### config.mk
export PLATFORM = sky130hd
export DESIGN_NAME = t1aes_top
export DESIGN_NICKNAME = d
export VERILOG_FILES = /design/src/hdl/t1aes_pkg.sv /design/src/hdl/t1aes_filt_if.sv /design/src/hdl/t1aes_persist.sv /design/src/hdl/t1aes_top.sv
export SDC_FILE = /design/constraint.sdc
export NUM_CORES = 1
export LEC_CHECK = 0
export BUFFER_PORTS_ARGS = -buffer_cell sky130_fd_sc_hd__buf_2
export CORE_ASPECT_RATIO = 1.75
export CORE_MARGIN = 2
export CORE_UTILIZATION = 50
export DETAILED_ROUTE_END_ITERATION = 16
export PLACE_DENSITY = 0.71
export SLEW_MARGIN = 0
export SYNTH_ARGS = -nofsm -noshare
export SYNTH_HDL_FRONTEND = slang
export SYNTH_SLANG_ARGS = --single-unit
### constraint.sdc
create_clock -name SYS_CLK -period 3.4 [get_ports SYS_CLK]
set_input_delay 0.68 -clock SYS_CLK [delete_from_list [all_inputs] [get_ports SYS_CLK]]
set_output_delay 0.68 -clock SYS_CLK [all_outputs]
set_load 0.005 [all_outputs]
### src/hdl/t1aes_pkg.sv
// Package of constants and types for the T1 receive alarm status block.
package t1aes_pkg;

    // Register addresses, with the channel nibble held at zero.
    localparam logic [15:0] ADDR_BLOCK_EN  = 16'h0B01;
    localparam logic [15:0] ADDR_STATUS    = 16'h0B02;
    localparam logic [15:0] ADDR_EVENT_EN  = 16'h0B03;

    // Bit positions inside the status register.
    localparam int BIT_FRAME_LOSS    = 7;
    localparam int BIT_ALARM_IND     = 6;
    localparam int BIT_REMOTE_ALARM  = 5;
    localparam int BIT_SIGNAL_LOSS   = 4;

    // Bit position of the alarm group enable in the block enable register.
    localparam int BIT_ALARM_GROUP   = 1;

    // Reset values of the registers.
    localparam logic [7:0] STATUS_RST   = 8'h00;
    localparam logic [3:0] EVENT_EN_RST = 4'h0;
    localparam logic       GROUP_EN_RST = 1'b0;

    // Clock rate and persistence times.
    localparam int SYS_CLK_HZ     = 20_000_000;
    localparam int AIS_TIME_MS    = 42;
    localparam int RAI_TIME_MS    = 900;
    localparam int AIS_CYCLES     = AIS_TIME_MS * (SYS_CLK_HZ / 1000);
    localparam int RAI_CYCLES     = RAI_TIME_MS * (SYS_CLK_HZ / 1000);

    // Loss of signal: run length in bits and the one-in-eight density.
    localparam int LOS_BITS        = 175;
    localparam int LOS_DENSITY_DIV = 8;
    localparam logic [7:0] LOS_RUN_LAST = 8'(LOS_BITS - 1);
    localparam logic [7:0] LOS_ONES_MIN =
        8'((LOS_BITS + LOS_DENSITY_DIV - 1) / LOS_DENSITY_DIV);

    // One-hot states of a persistence filter.
    typedef enum logic [1:0] {
        T1AES_IDLE   = 2'b01,
        T1AES_ACTIVE = 2'b10
    } t1aes_state_e;

endpackage

### src/hdl/t1aes_filt_if.sv
// Interface between the status block and one persistence filter.
`timescale 1ns/1ps
`default_nettype none
interface t1aes_filt_if;
    logic clk;     // Framer clock.
    logic rst_n;   // Synchronised reset, active low.
    logic ce;      // Clock enable.
    logic cond;    // Raw condition from the framer.
    logic state;   // Filtered defect state.
    logic change;  // High in the cycle the state is about to toggle.

    modport filt (input clk, input rst_n, input ce, input cond,
                  output state, output change);
    modport ctl  (output clk, output rst_n, output ce, output cond,
                  input state, input change);
endinterface
`default_nettype wire

### src/hdl/t1aes_persist.sv
// Persistence filter that declares and clears a defect after set times.
`timescale 1ns/1ps
`default_nettype none
module t1aes_persist #(
    parameter int DECL_CYC = 4,   // Cycles the condition must persist.
    parameter int CLR_CYC  = 4,   // Cycles it must be absent; 0 is at once.
    parameter int CNT_W    = 25   // Counter width.
) (
    t1aes_filt_if.filt f
);

    localparam logic [CNT_W-1:0] DECL_LAST = CNT_W'(DECL_CYC - 1);
    localparam logic [CNT_W-1:0] CLR_LAST  =
        CNT_W'((CLR_CYC == 0) ? 0 : CLR_CYC - 1);
    localparam logic CLR_NOW = (CLR_CYC == 0);

    t1aes_pkg::t1aes_state_e state;       // Current filter state.
    t1aes_pkg::t1aes_state_e next_state;  // State for the next edge.
    logic [CNT_W-1:0]        cnt;         // Length of the current run.
    logic [CNT_W-1:0]        next_cnt;    // Run length for the next edge.

    // Any break in the run restarts the count, so only an unbroken
    // stretch of the condition, or of its absence, moves the state.
    always_comb begin
        next_state = state;
        next_cnt   = '0;
        case (state)
            t1aes_pkg::T1AES_IDLE: begin
                if (f.cond) begin
                    if (cnt == DECL_LAST) begin
                        next_state = t1aes_pkg::T1AES_ACTIVE;
                    end else begin
                        next_cnt = cnt + 1'b1;
                    end
                end
            end
            t1aes_pkg::T1AES_ACTIVE: begin
                if (!f.cond) begin
                    if (CLR_NOW || cnt == CLR_LAST) begin
                        next_state = t1aes_pkg::T1AES_IDLE;
                    end else begin
                        next_cnt = cnt + 1'b1;
                    end
                end
            end
            default: begin
                next_state = t1aes_pkg::T1AES_IDLE;
            end
        endcase
    end

    // State and counter registers, frozen while the clock enable is low.
    always_ff @(posedge f.clk or negedge f.rst_n) begin
        if (!f.rst_n) begin
            state <= t1aes_pkg::T1AES_IDLE;
            cnt   <= '0;
        end else if (f.ce) begin
            state <= next_state;
            cnt   <= next_cnt;
        end
    end

    assign f.state  = (state == t1aes_pkg::T1AES_ACTIVE);
    assign f.change = f.ce && (next_state != state);
endmodule
`default_nettype wire

### src/hdl/t1aes_top.sv
// Receive T1 alarm and error status register with its defect logic.
//
// Design decision made here: the address-and-strobe port.
`timescale 1ns/1ps
`default_nettype none
// How it works
// - Bit 7 shows live out-of-frame state.
// - Declare alarm indication after 42 ms persistence.
// - Clear alarm indication after 42 ms absence.
// - Declare remote alarm after 900 ms persistence.
// - Clear remote alarm immediately when condition ends.
// - Declare signal loss after 175 lost bits.
// - Clear loss on absence or density reached.
// - Live bits 7-4 ignore host writes.
// - Bit 3 latches any line code violation.
// - Reading status clears latched bits 3-0.
// - Bit 2 latches every out-of-frame change.
// - Bit 1 latches every alarm indication change.
// - Bit 0 latches every remote alarm change.
// - Event interrupts only when individually enabled.
// - Event enable register bits 3-0, reset zero.
// - Group reaches interrupt only with block enable.
module t1aes_top #(
    parameter int AIS_CYC = t1aes_pkg::AIS_CYCLES, // Alarm indication time.
    parameter int RAI_CYC = t1aes_pkg::RAI_CYCLES, // Remote alarm time.
    parameter int CNT_W   = 25                     // Filter counter width.
) (
    input  wire logic        SYS_CLK,        // Framer clock, 20 MHz.
    input  wire logic        RST_B,          // Asynchronous reset.
    input  wire logic        CE,             // Clock enable.
    input  wire logic [15:0] ADDR,           // Register address.
    input  wire logic [7:0]  WR_DATA,        // Register write data.
    input  wire logic        WR_STB,         // Write strobe.
    input  wire logic        RD_STB,         // Read strobe.
    output logic      [7:0]  RD_DATA,        // Read data, one cycle later.
    input  wire logic        RX_DATA,        // Received line bit, a pin.
    input  wire logic        LOS_COND,       // Line loss condition, a pin.
    input  wire logic        RX_BIT_STB,     // One pulse per received bit.
    input  wire logic        LCV_EVT,        // Line code violation pulse.
    input  wire logic        FRAME_BIT_STB,  // One pulse per framing bit.
    input  wire logic        FRAME_BIT_ERR,  // Framing bit was wrong.
    input  wire logic        REFRAME_DONE,   // Framer regained alignment.
    input  wire logic [3:0]  FRAME_ERR_TOL,  // Frame error tolerance.
    input  wire logic [3:0]  FRAME_ERR_WIN,  // Frame error window.
    input  wire logic        AIS_COND,       // Alarm indication condition.
    input  wire logic        RAI_COND,       // Remote alarm condition.
    output logic             IRQ_REQ         // Alarm group interrupt.
);

    // A zero tolerance or window would never make sense, so it acts as one.
    function automatic logic [3:0] t1aes_at_least_one(input logic [3:0] v);
        t1aes_at_least_one = (v == 4'h0) ? 4'h1 : v;
    endfunction

    // Address decode shared by reads and writes.
    function automatic logic t1aes_hit(input logic [15:0] a,
                                       input logic [15:0] off);
        t1aes_hit = (a == off);
    endfunction

    logic rst_m;   // Reset synchroniser, first stage.
    logic rst_n;   // Reset synchroniser, released copy.

    // Reset asserts at once and releases through two flip-flops, so no
    // register leaves reset on a clock edge near the release.
    always_ff @(posedge SYS_CLK or negedge RST_B) begin
        if (!RST_B) begin
            rst_m <= 1'b0;
            rst_n <= 1'b0;
        end else begin
            rst_m <= 1'b1;
            rst_n <= rst_m;
        end
    end

    logic rx_data_m;   // Line bit synchroniser, first stage.
    logic rx_data_s;   // Line bit, synchronised.
    logic los_cond_m;  // Loss condition synchroniser, first stage.
    logic los_cond_s;  // Loss condition, synchronised.

    // Both pins come from the line side and are not timed to our clock.
    always_ff @(posedge SYS_CLK or negedge rst_n) begin
        if (!rst_n) begin
            rx_data_m  <= 1'b0;
            rx_data_s  <= 1'b0;
            los_cond_m <= 1'b0;
            los_cond_s <= 1'b0;
        end else if (CE) begin
            rx_data_m  <= RX_DATA;
            rx_data_s  <= rx_data_m;
            los_cond_m <= LOS_COND;
            los_cond_s <= los_cond_m;
        end
    end

    // Register decode. All sixteen address bits take part, so the
    // channel nibble must be zero.
    wire hit_status   = t1aes_hit(ADDR, t1aes_pkg::ADDR_STATUS);
    wire hit_block_en = t1aes_hit(ADDR, t1aes_pkg::ADDR_BLOCK_EN);
    wire hit_event_en = t1aes_hit(ADDR, t1aes_pkg::ADDR_EVENT_EN);
    wire rd_status    = RD_STB && hit_status;
    wire wr_block_en  = WR_STB && hit_block_en;
    wire wr_event_en  = WR_STB && hit_event_en;
    wire any_hit      = hit_status || hit_block_en || hit_event_en;

    // Out-of-frame detection.
    logic       frame_loss_state;  // Out-of-frame currently declared.
    logic [3:0] err_cnt;           // Framing errors in the current window.
    logic [3:0] win_cnt;           // Framing bits seen in the window.

    wire [3:0] eff_tol  = t1aes_at_least_one(FRAME_ERR_TOL);
    wire [3:0] eff_win  = t1aes_at_least_one(FRAME_ERR_WIN);
    wire [4:0] err_sum  = {1'b0, err_cnt} + {4'h0, FRAME_BIT_ERR};
    wire       win_end  = (win_cnt == (eff_win - 4'h1));
    wire       oof_set  = FRAME_BIT_STB && FRAME_BIT_ERR
                          && (err_sum >= {1'b0, eff_tol});
    // Once declared, only the framer's own realignment ends the defect.
    wire next_frame_loss = frame_loss_state ? !REFRAME_DONE : oof_set;
    // High for one cycle at each out-of-frame edge.
    wire oof_change      = CE && (next_frame_loss != frame_loss_state);

    // The window restarts after its last framing bit; errors from the
    // previous window do not carry over, which trades a little
    // sensitivity at window edges for a very small counter.
    always_ff @(posedge SYS_CLK or negedge rst_n) begin
        if (!rst_n) begin
            frame_loss_state <= 1'b0;
            err_cnt          <= 4'h0;
            win_cnt          <= 4'h0;
        end else if (CE) begin
            frame_loss_state <= next_frame_loss;
            // The window moves on framing bits only.
            if (FRAME_BIT_STB) begin
                err_cnt <= win_end ? 4'h0 : err_sum[3:0];
                win_cnt <= win_end ? 4'h0 : win_cnt + 4'h1;
            end
        end
    end

    // Alarm indication and remote alarm persistence filters.
    t1aes_filt_if ais_if ();
    t1aes_filt_if rai_if ();

    assign ais_if.clk   = SYS_CLK;
    assign ais_if.rst_n = rst_n;
    assign ais_if.ce    = CE;
    assign ais_if.cond  = AIS_COND;
    assign rai_if.clk   = SYS_CLK;
    assign rai_if.rst_n = rst_n;
    assign rai_if.ce    = CE;
    assign rai_if.cond  = RAI_COND;

    // Alarm indication uses one time both ways.
    t1aes_persist #(
        .DECL_CYC (AIS_CYC),
        .CLR_CYC  (AIS_CYC),
        .CNT_W    (CNT_W)
    ) u_ais (
        .f (ais_if.filt)
    );

    // The remote alarm clears at once, whatever signature follows it.
    t1aes_persist #(
        .DECL_CYC (RAI_CYC),
        .CLR_CYC  (0),
        .CNT_W    (CNT_W)
    ) u_rai (
        .f (rai_if.filt)
    );

    // Live defect states for the status word.
    wire alarm_indication_state = ais_if.state;
    wire remote_alarm_state     = rai_if.state;

    // Loss of signal detection, counted in received bits.
    logic       signal_loss_state; // Loss of signal currently declared.
    logic [7:0] loss_run;          // Consecutive bits with the condition.
    logic [7:0] dens_win;          // Bit position in the density window.
    logic [7:0] ones_cnt;          // Ones seen in the density window.

    // Ones are counted on the synchronised line bit.
    wire [7:0] ones_next = ones_cnt + {7'h00, rx_data_s};
    wire dens_end  = RX_BIT_STB && (dens_win == t1aes_pkg::LOS_RUN_LAST);
    wire dens_ok   = dens_end && (ones_next >= t1aes_pkg::LOS_ONES_MIN);
    wire los_set   = RX_BIT_STB && los_cond_s
                     && (loss_run == t1aes_pkg::LOS_RUN_LAST);
    wire los_clear = !los_cond_s || dens_ok;
    wire next_signal_loss = signal_loss_state ? !los_clear : los_set;

    // The density window runs all the time so that a recovering line is
    // judged on a whole window, not on a window started mid-burst.
    always_ff @(posedge SYS_CLK or negedge rst_n) begin
        if (!rst_n) begin
            signal_loss_state <= 1'b0;
            loss_run          <= 8'h00;
            dens_win          <= 8'h00;
            ones_cnt          <= 8'h00;
        end else if (CE) begin
            signal_loss_state <= next_signal_loss;
            // Any gap in the condition restarts the run.
            if (!los_cond_s) begin
                loss_run <= 8'h00;
            end else if (RX_BIT_STB && !los_set) begin
                loss_run <= loss_run + 8'h01;
            end else if (los_set) begin
                loss_run <= 8'h00;
            end
            if (RX_BIT_STB) begin
                dens_win <= dens_end ? 8'h00 : dens_win + 8'h01;
                ones_cnt <= dens_end ? 8'h00 : ones_next;
            end
        end
    end

    // Latched event flags, bit 3 down to bit 0.
    logic [3:0] event_flags;      // Latched flags.
    logic [3:0] event_en;         // Per-source interrupt enables.
    logic       alarm_group_en;   // Block level enable of the group.

    // One event strobe per flag, in bit order.
    wire [3:0] events = {LCV_EVT, oof_change,
                         ais_if.change, rai_if.change};
    // A new event wins over the clearing read in the same cycle.
    wire [3:0] next_event_flags =
        (event_flags & ~{4{rd_status}}) | events;

    // Flags record every event; the enables only steer the interrupt.
    always_ff @(posedge SYS_CLK or negedge rst_n) begin
        if (!rst_n) begin
            event_flags <= t1aes_pkg::STATUS_RST[3:0];
        end else if (CE) begin
            event_flags <= next_event_flags;
        end
    end

    // Enable registers; the status register takes no write at all.
    always_ff @(posedge SYS_CLK or negedge rst_n) begin
        if (!rst_n) begin
            event_en       <= t1aes_pkg::EVENT_EN_RST;
            alarm_group_en <= t1aes_pkg::GROUP_EN_RST;
        end else if (CE) begin
            if (wr_event_en) begin
                event_en <= WR_DATA[3:0];
            end
            if (wr_block_en) begin
                alarm_group_en <= WR_DATA[t1aes_pkg::BIT_ALARM_GROUP];
            end
        end
    end

    // Status as software sees it: live states above, flags below.
    wire [7:0] status_word = {frame_loss_state, alarm_indication_state,
                              remote_alarm_state, signal_loss_state,
                              event_flags};
    // Only the alarm group bit is kept here.
    wire [7:0] block_word  = {6'h00, alarm_group_en, 1'b0};
    wire [7:0] event_word  = {4'h0, event_en};
    // Unmapped addresses read as zero.
    wire [7:0] rd_mux = hit_status   ? status_word :
                        hit_block_en ? block_word  :
                        hit_event_en ? event_word  : 8'h00;

    // The interrupt sees the flags as they stand after this edge,
    // so it rises with the flag behind it.
    wire next_irq = alarm_group_en
                    && (|(next_event_flags & event_en));

    // Read data stand only in the cycle after the strobe; the status
    // snapshot is taken before the clear lands.
    always_ff @(posedge SYS_CLK or negedge rst_n) begin
        if (!rst_n) begin
            RD_DATA <= 8'h00;
            IRQ_REQ <= 1'b0;
        end else if (CE) begin
            RD_DATA <= RD_STB ? rd_mux : 8'h00;
            IRQ_REQ <= next_irq;
        end
    end
endmodule
`default_nettype wire

==> results.toml <==
[logic_synthesis]
synth.most_common_cell = "dfrtp_1"
yosysTopAreaCellShare_pct = 44.0
yosysTopAreaCell = "dfrtp_1"
synth-async-reset-ratio_pct = 100
synthesis.instances = 661
synth_nets = 727
yosys_warnings = 0
synth_cell_types = 70
ys.flop_type = "dfrtp_1"
synth_edf_count = 0
synthTopCellsByCount = "dfrtp_1 (110), nand2_1 (84), nor2_1 (69)"
synth_seq_cells = 112
avgSynthCellArea_um2 = 9.47
synthTopCellsByArea = "dfrtp_1 (44%), nand2_1 (5.0%), o21ai_0 (4.4%)"
yosysSeqAreaShare_pct = 44.8
syn-cell-area_um2 = 6260

[global_route]
grt_start_max_net_pins = 111
grt.total_usage_pct = 20.8
grt_overflow = 0
antenna_found_initial = 1
grt_pass1_vias = 5223
grt_pass1_wl_mm = 22.8

[floorplan]
num_io_pins = 55
die_h_um = 152
die_w_um = 88.6
initial_core_util_pct = 50.6
die_area_um2 = 13500
design.core.area_um2 = 12400
rows = 54

[drt]
finalWirelength_mm = 13.2
wl_per_cell_um = 15.1
drtIter0Drc = 204
antenna_left = 0
drt_pass1_iterations = 5
remaining_drc_errors = 0
via_count = 4969
via_per_inst = 5.67

[critical_path]
worstSetupPathType = "input port to flop"
timing.rr.end = "IRQ_REQ"
r2r_start = "err_cnt[0]"
required_ns = 3.63
critPathArrivalTime_ns = 2.67
critical_path.max_fanout = 4
cp-start-kind = "input port"
critical_path.endpoint_type = "flop"
regToRegSetupSlack_ns = 1.03
ff2ff_path_depth = 10

[placed_design]
port_buffers = 50
hpwlAfterDp_mm = 9.57
placed_cell_area_um2 = 6650
numPlacedInstances = 861
place_congestion = 0.811

[cts]
numCtsBuffers = 9
cts.clk_slew.worst_paths_ns = 0.07
tritoncts = "done"
post-cts-setup-buffer-count = 0
cts_hold_buffers = 0
post_cts_resized = 0
clock-sinks = 112
htree_levels = 3
insertion_delay_ns = 0.34
clockBufferDepth = 2
cts-root-buf = "clkbuf_16"

[power_and_ir_drop]
p_leak_nw = 3.13
p_per_area_nw_per_um2 = 481
finalPower_mw = 3.35
ir_drop_mv = 0.316

[finish]
nFillCells = 1086
final_cells = 877
regArea_um2 = 2810
final_area_um2 = 6960
fin_nets = 770
area_growth_pct = 11.2
drive_gt1_share_pct = 15.0
antennaDiodeCount = 0
multi_input_area_um2 = 3250

[sta]
worst_pin_slew_ns = 0.652
hold_viol = 0
clock.fmax_ghz = 0.409
rsz0062_at_grt = "false"
skew_ns = 0.00931
relSlewSlack_pct = 56.2
setup_viol = 0
fin_tns_setup_ns = 0
final.period_utilization_pct = 71.9
fin_crit_ns = 2.44
slew_violations = 0

[worst_hold_path]
hp-class = "input port to async pin"

[run_status]
status = "finished, final reports clean"

[flow_run]
max_cap_violations = 0
critical path, stage by stage:
cell and delay [ns]:
buf_2 0.12, ha_1 0.21, ha_1 0.23, xor2_1 0.16
ha_1 0.31, a21o_1 0.16, a31oi_1 0.13, o22ai_1 0.13
a31oi_1 0.22, a21oi_1 0.09, a211o_1 0.22
cell families (layout without fill, tap and decap cells):
family / after synthesis / after routing / share of synthesized area, %
simple gates: 280 / 280 / 23.7
compound gates: 136 / 136 / 14.0
flops: 112 / 112 / 44.8
xor+xnor: 47 / 47 / 6.58
buf+inv: 44 / 92 / 3.18
mux: 21 / 21 / 3.64
fa+ha+maj: 20 / 20 / 4.00
other cells: 1 / 1 / 0.0599
through the flow:
stage / utilization (%) / setup WS, ns / hold WS, ns
floorplan: - / 0.0524 / 0.331
global placement: 53.8 / 0.660 / 0.340
detailed placement: 53.8 / 0.625 / 0.352
CTS: 56.3 / 0.971 / 0.0899
global route: 56.3 / 0.823 / 0.0934
finish: 56.3 / 0.956 / 0.104
where the power goes:
group,internal (mW),switching [mW],total [mW]
clock,0.644,0.465,1.11
combinational,0.279,0.369,0.648
sequential,1.46,0.132,1.59
total,2.38,0.966,3.35
cells in the final DEF (no fill, tap or decap), types with 6 or more instances in the layout:
| cell type | netlist | final |
|---|---|---|
| a21oi_1 | 18 | 18 |
| a22o_1 | 8 | 8 |
| a31oi_1 | 8 | 8 |
| and2_1 | 6 | 6 |
| and3_1 | 19 | 19 |
| buf_2 | 5 | 50 |
| clkbuf_16 | 0 | 9 |
| dfrtp_1 | 110 | 109 |
| ha_1 | 20 | 20 |
| inv_1 | 21 | 21 |
| mux2_2 | 14 | 14 |
| mux2i_1 | 7 | 7 |
| nand2_1 | 84 | 84 |
| nand3_1 | 29 | 29 |
| nand4_1 | 14 | 14 |
| nor2_1 | 69 | 69 |
| nor2b_1 | 6 | 6 |
| nor3_1 | 11 | 11 |
| o21ai_0 | 55 | 55 |
| o2bb2ai_1 | 9 | 9 |
| o31ai_1 | 9 | 9 |
| xnor2_1 | 18 | 18 |
| xor2_1 | 29 | 29 |
flip-flops by register name (all words and copies together), names as in the netlist, 2 cells and up:
name         count
u_rai.cnt       25
ones_cnt         8
u_ais.cnt       25
RD_DATA          8
event_en         4
err_cnt          4
loss_run         8
dens_win         8
u_rai.state      2
u_ais.state      2
event_flags      4
win_cnt          4
how the worst max path moves through the flow:
stage | startpoint | endpoint | slack, ns | depth (start not counted)
2_1_floorplan | ais_if.rst_n | IRQ_REQ | 0.05 | 0
3_3_place_gp | FRAME_BIT_ERR | IRQ_REQ | 0.66 | 11
3_5_place_dp | FRAME_BIT_ERR | IRQ_REQ | 0.62 | 11
4_1_cts | FRAME_BIT_ERR | IRQ_REQ | 0.97 | 11
5_1_grt | FRAME_BIT_ERR | IRQ_REQ | 0.82 | 11
6_report | FRAME_BIT_ERR | IRQ_REQ | 0.96 | 11
per-layer routing:
metal | up-vias | share of wire (%) | track usage, % | wire length, um
met5 | - | 0 | 0 | 0
met4 | 0 | 1.5 | 9.52 | 204
met3 | 14 | 3.2 | 3.69 | 418
met2 | 72 | 56 | 37.6 | 7410
met1 | 2454 | 39 | 22.7 | 5180
li1 | 2429 | - | - | -
cell type report:
class / count / share of cell area (%)
Inverter: 22 / 1.19
Clock inverter: 6 / 1.20
Clock buffer: 10 / 3.29
Sequential cell: 112 / 40.3
Multi-Input combinational cell: 505 / 46.7
Timing Repair Buffer: 54 / 4.21
Tap cell: 168 / 3.02
(Power assumes the default switching activity.)
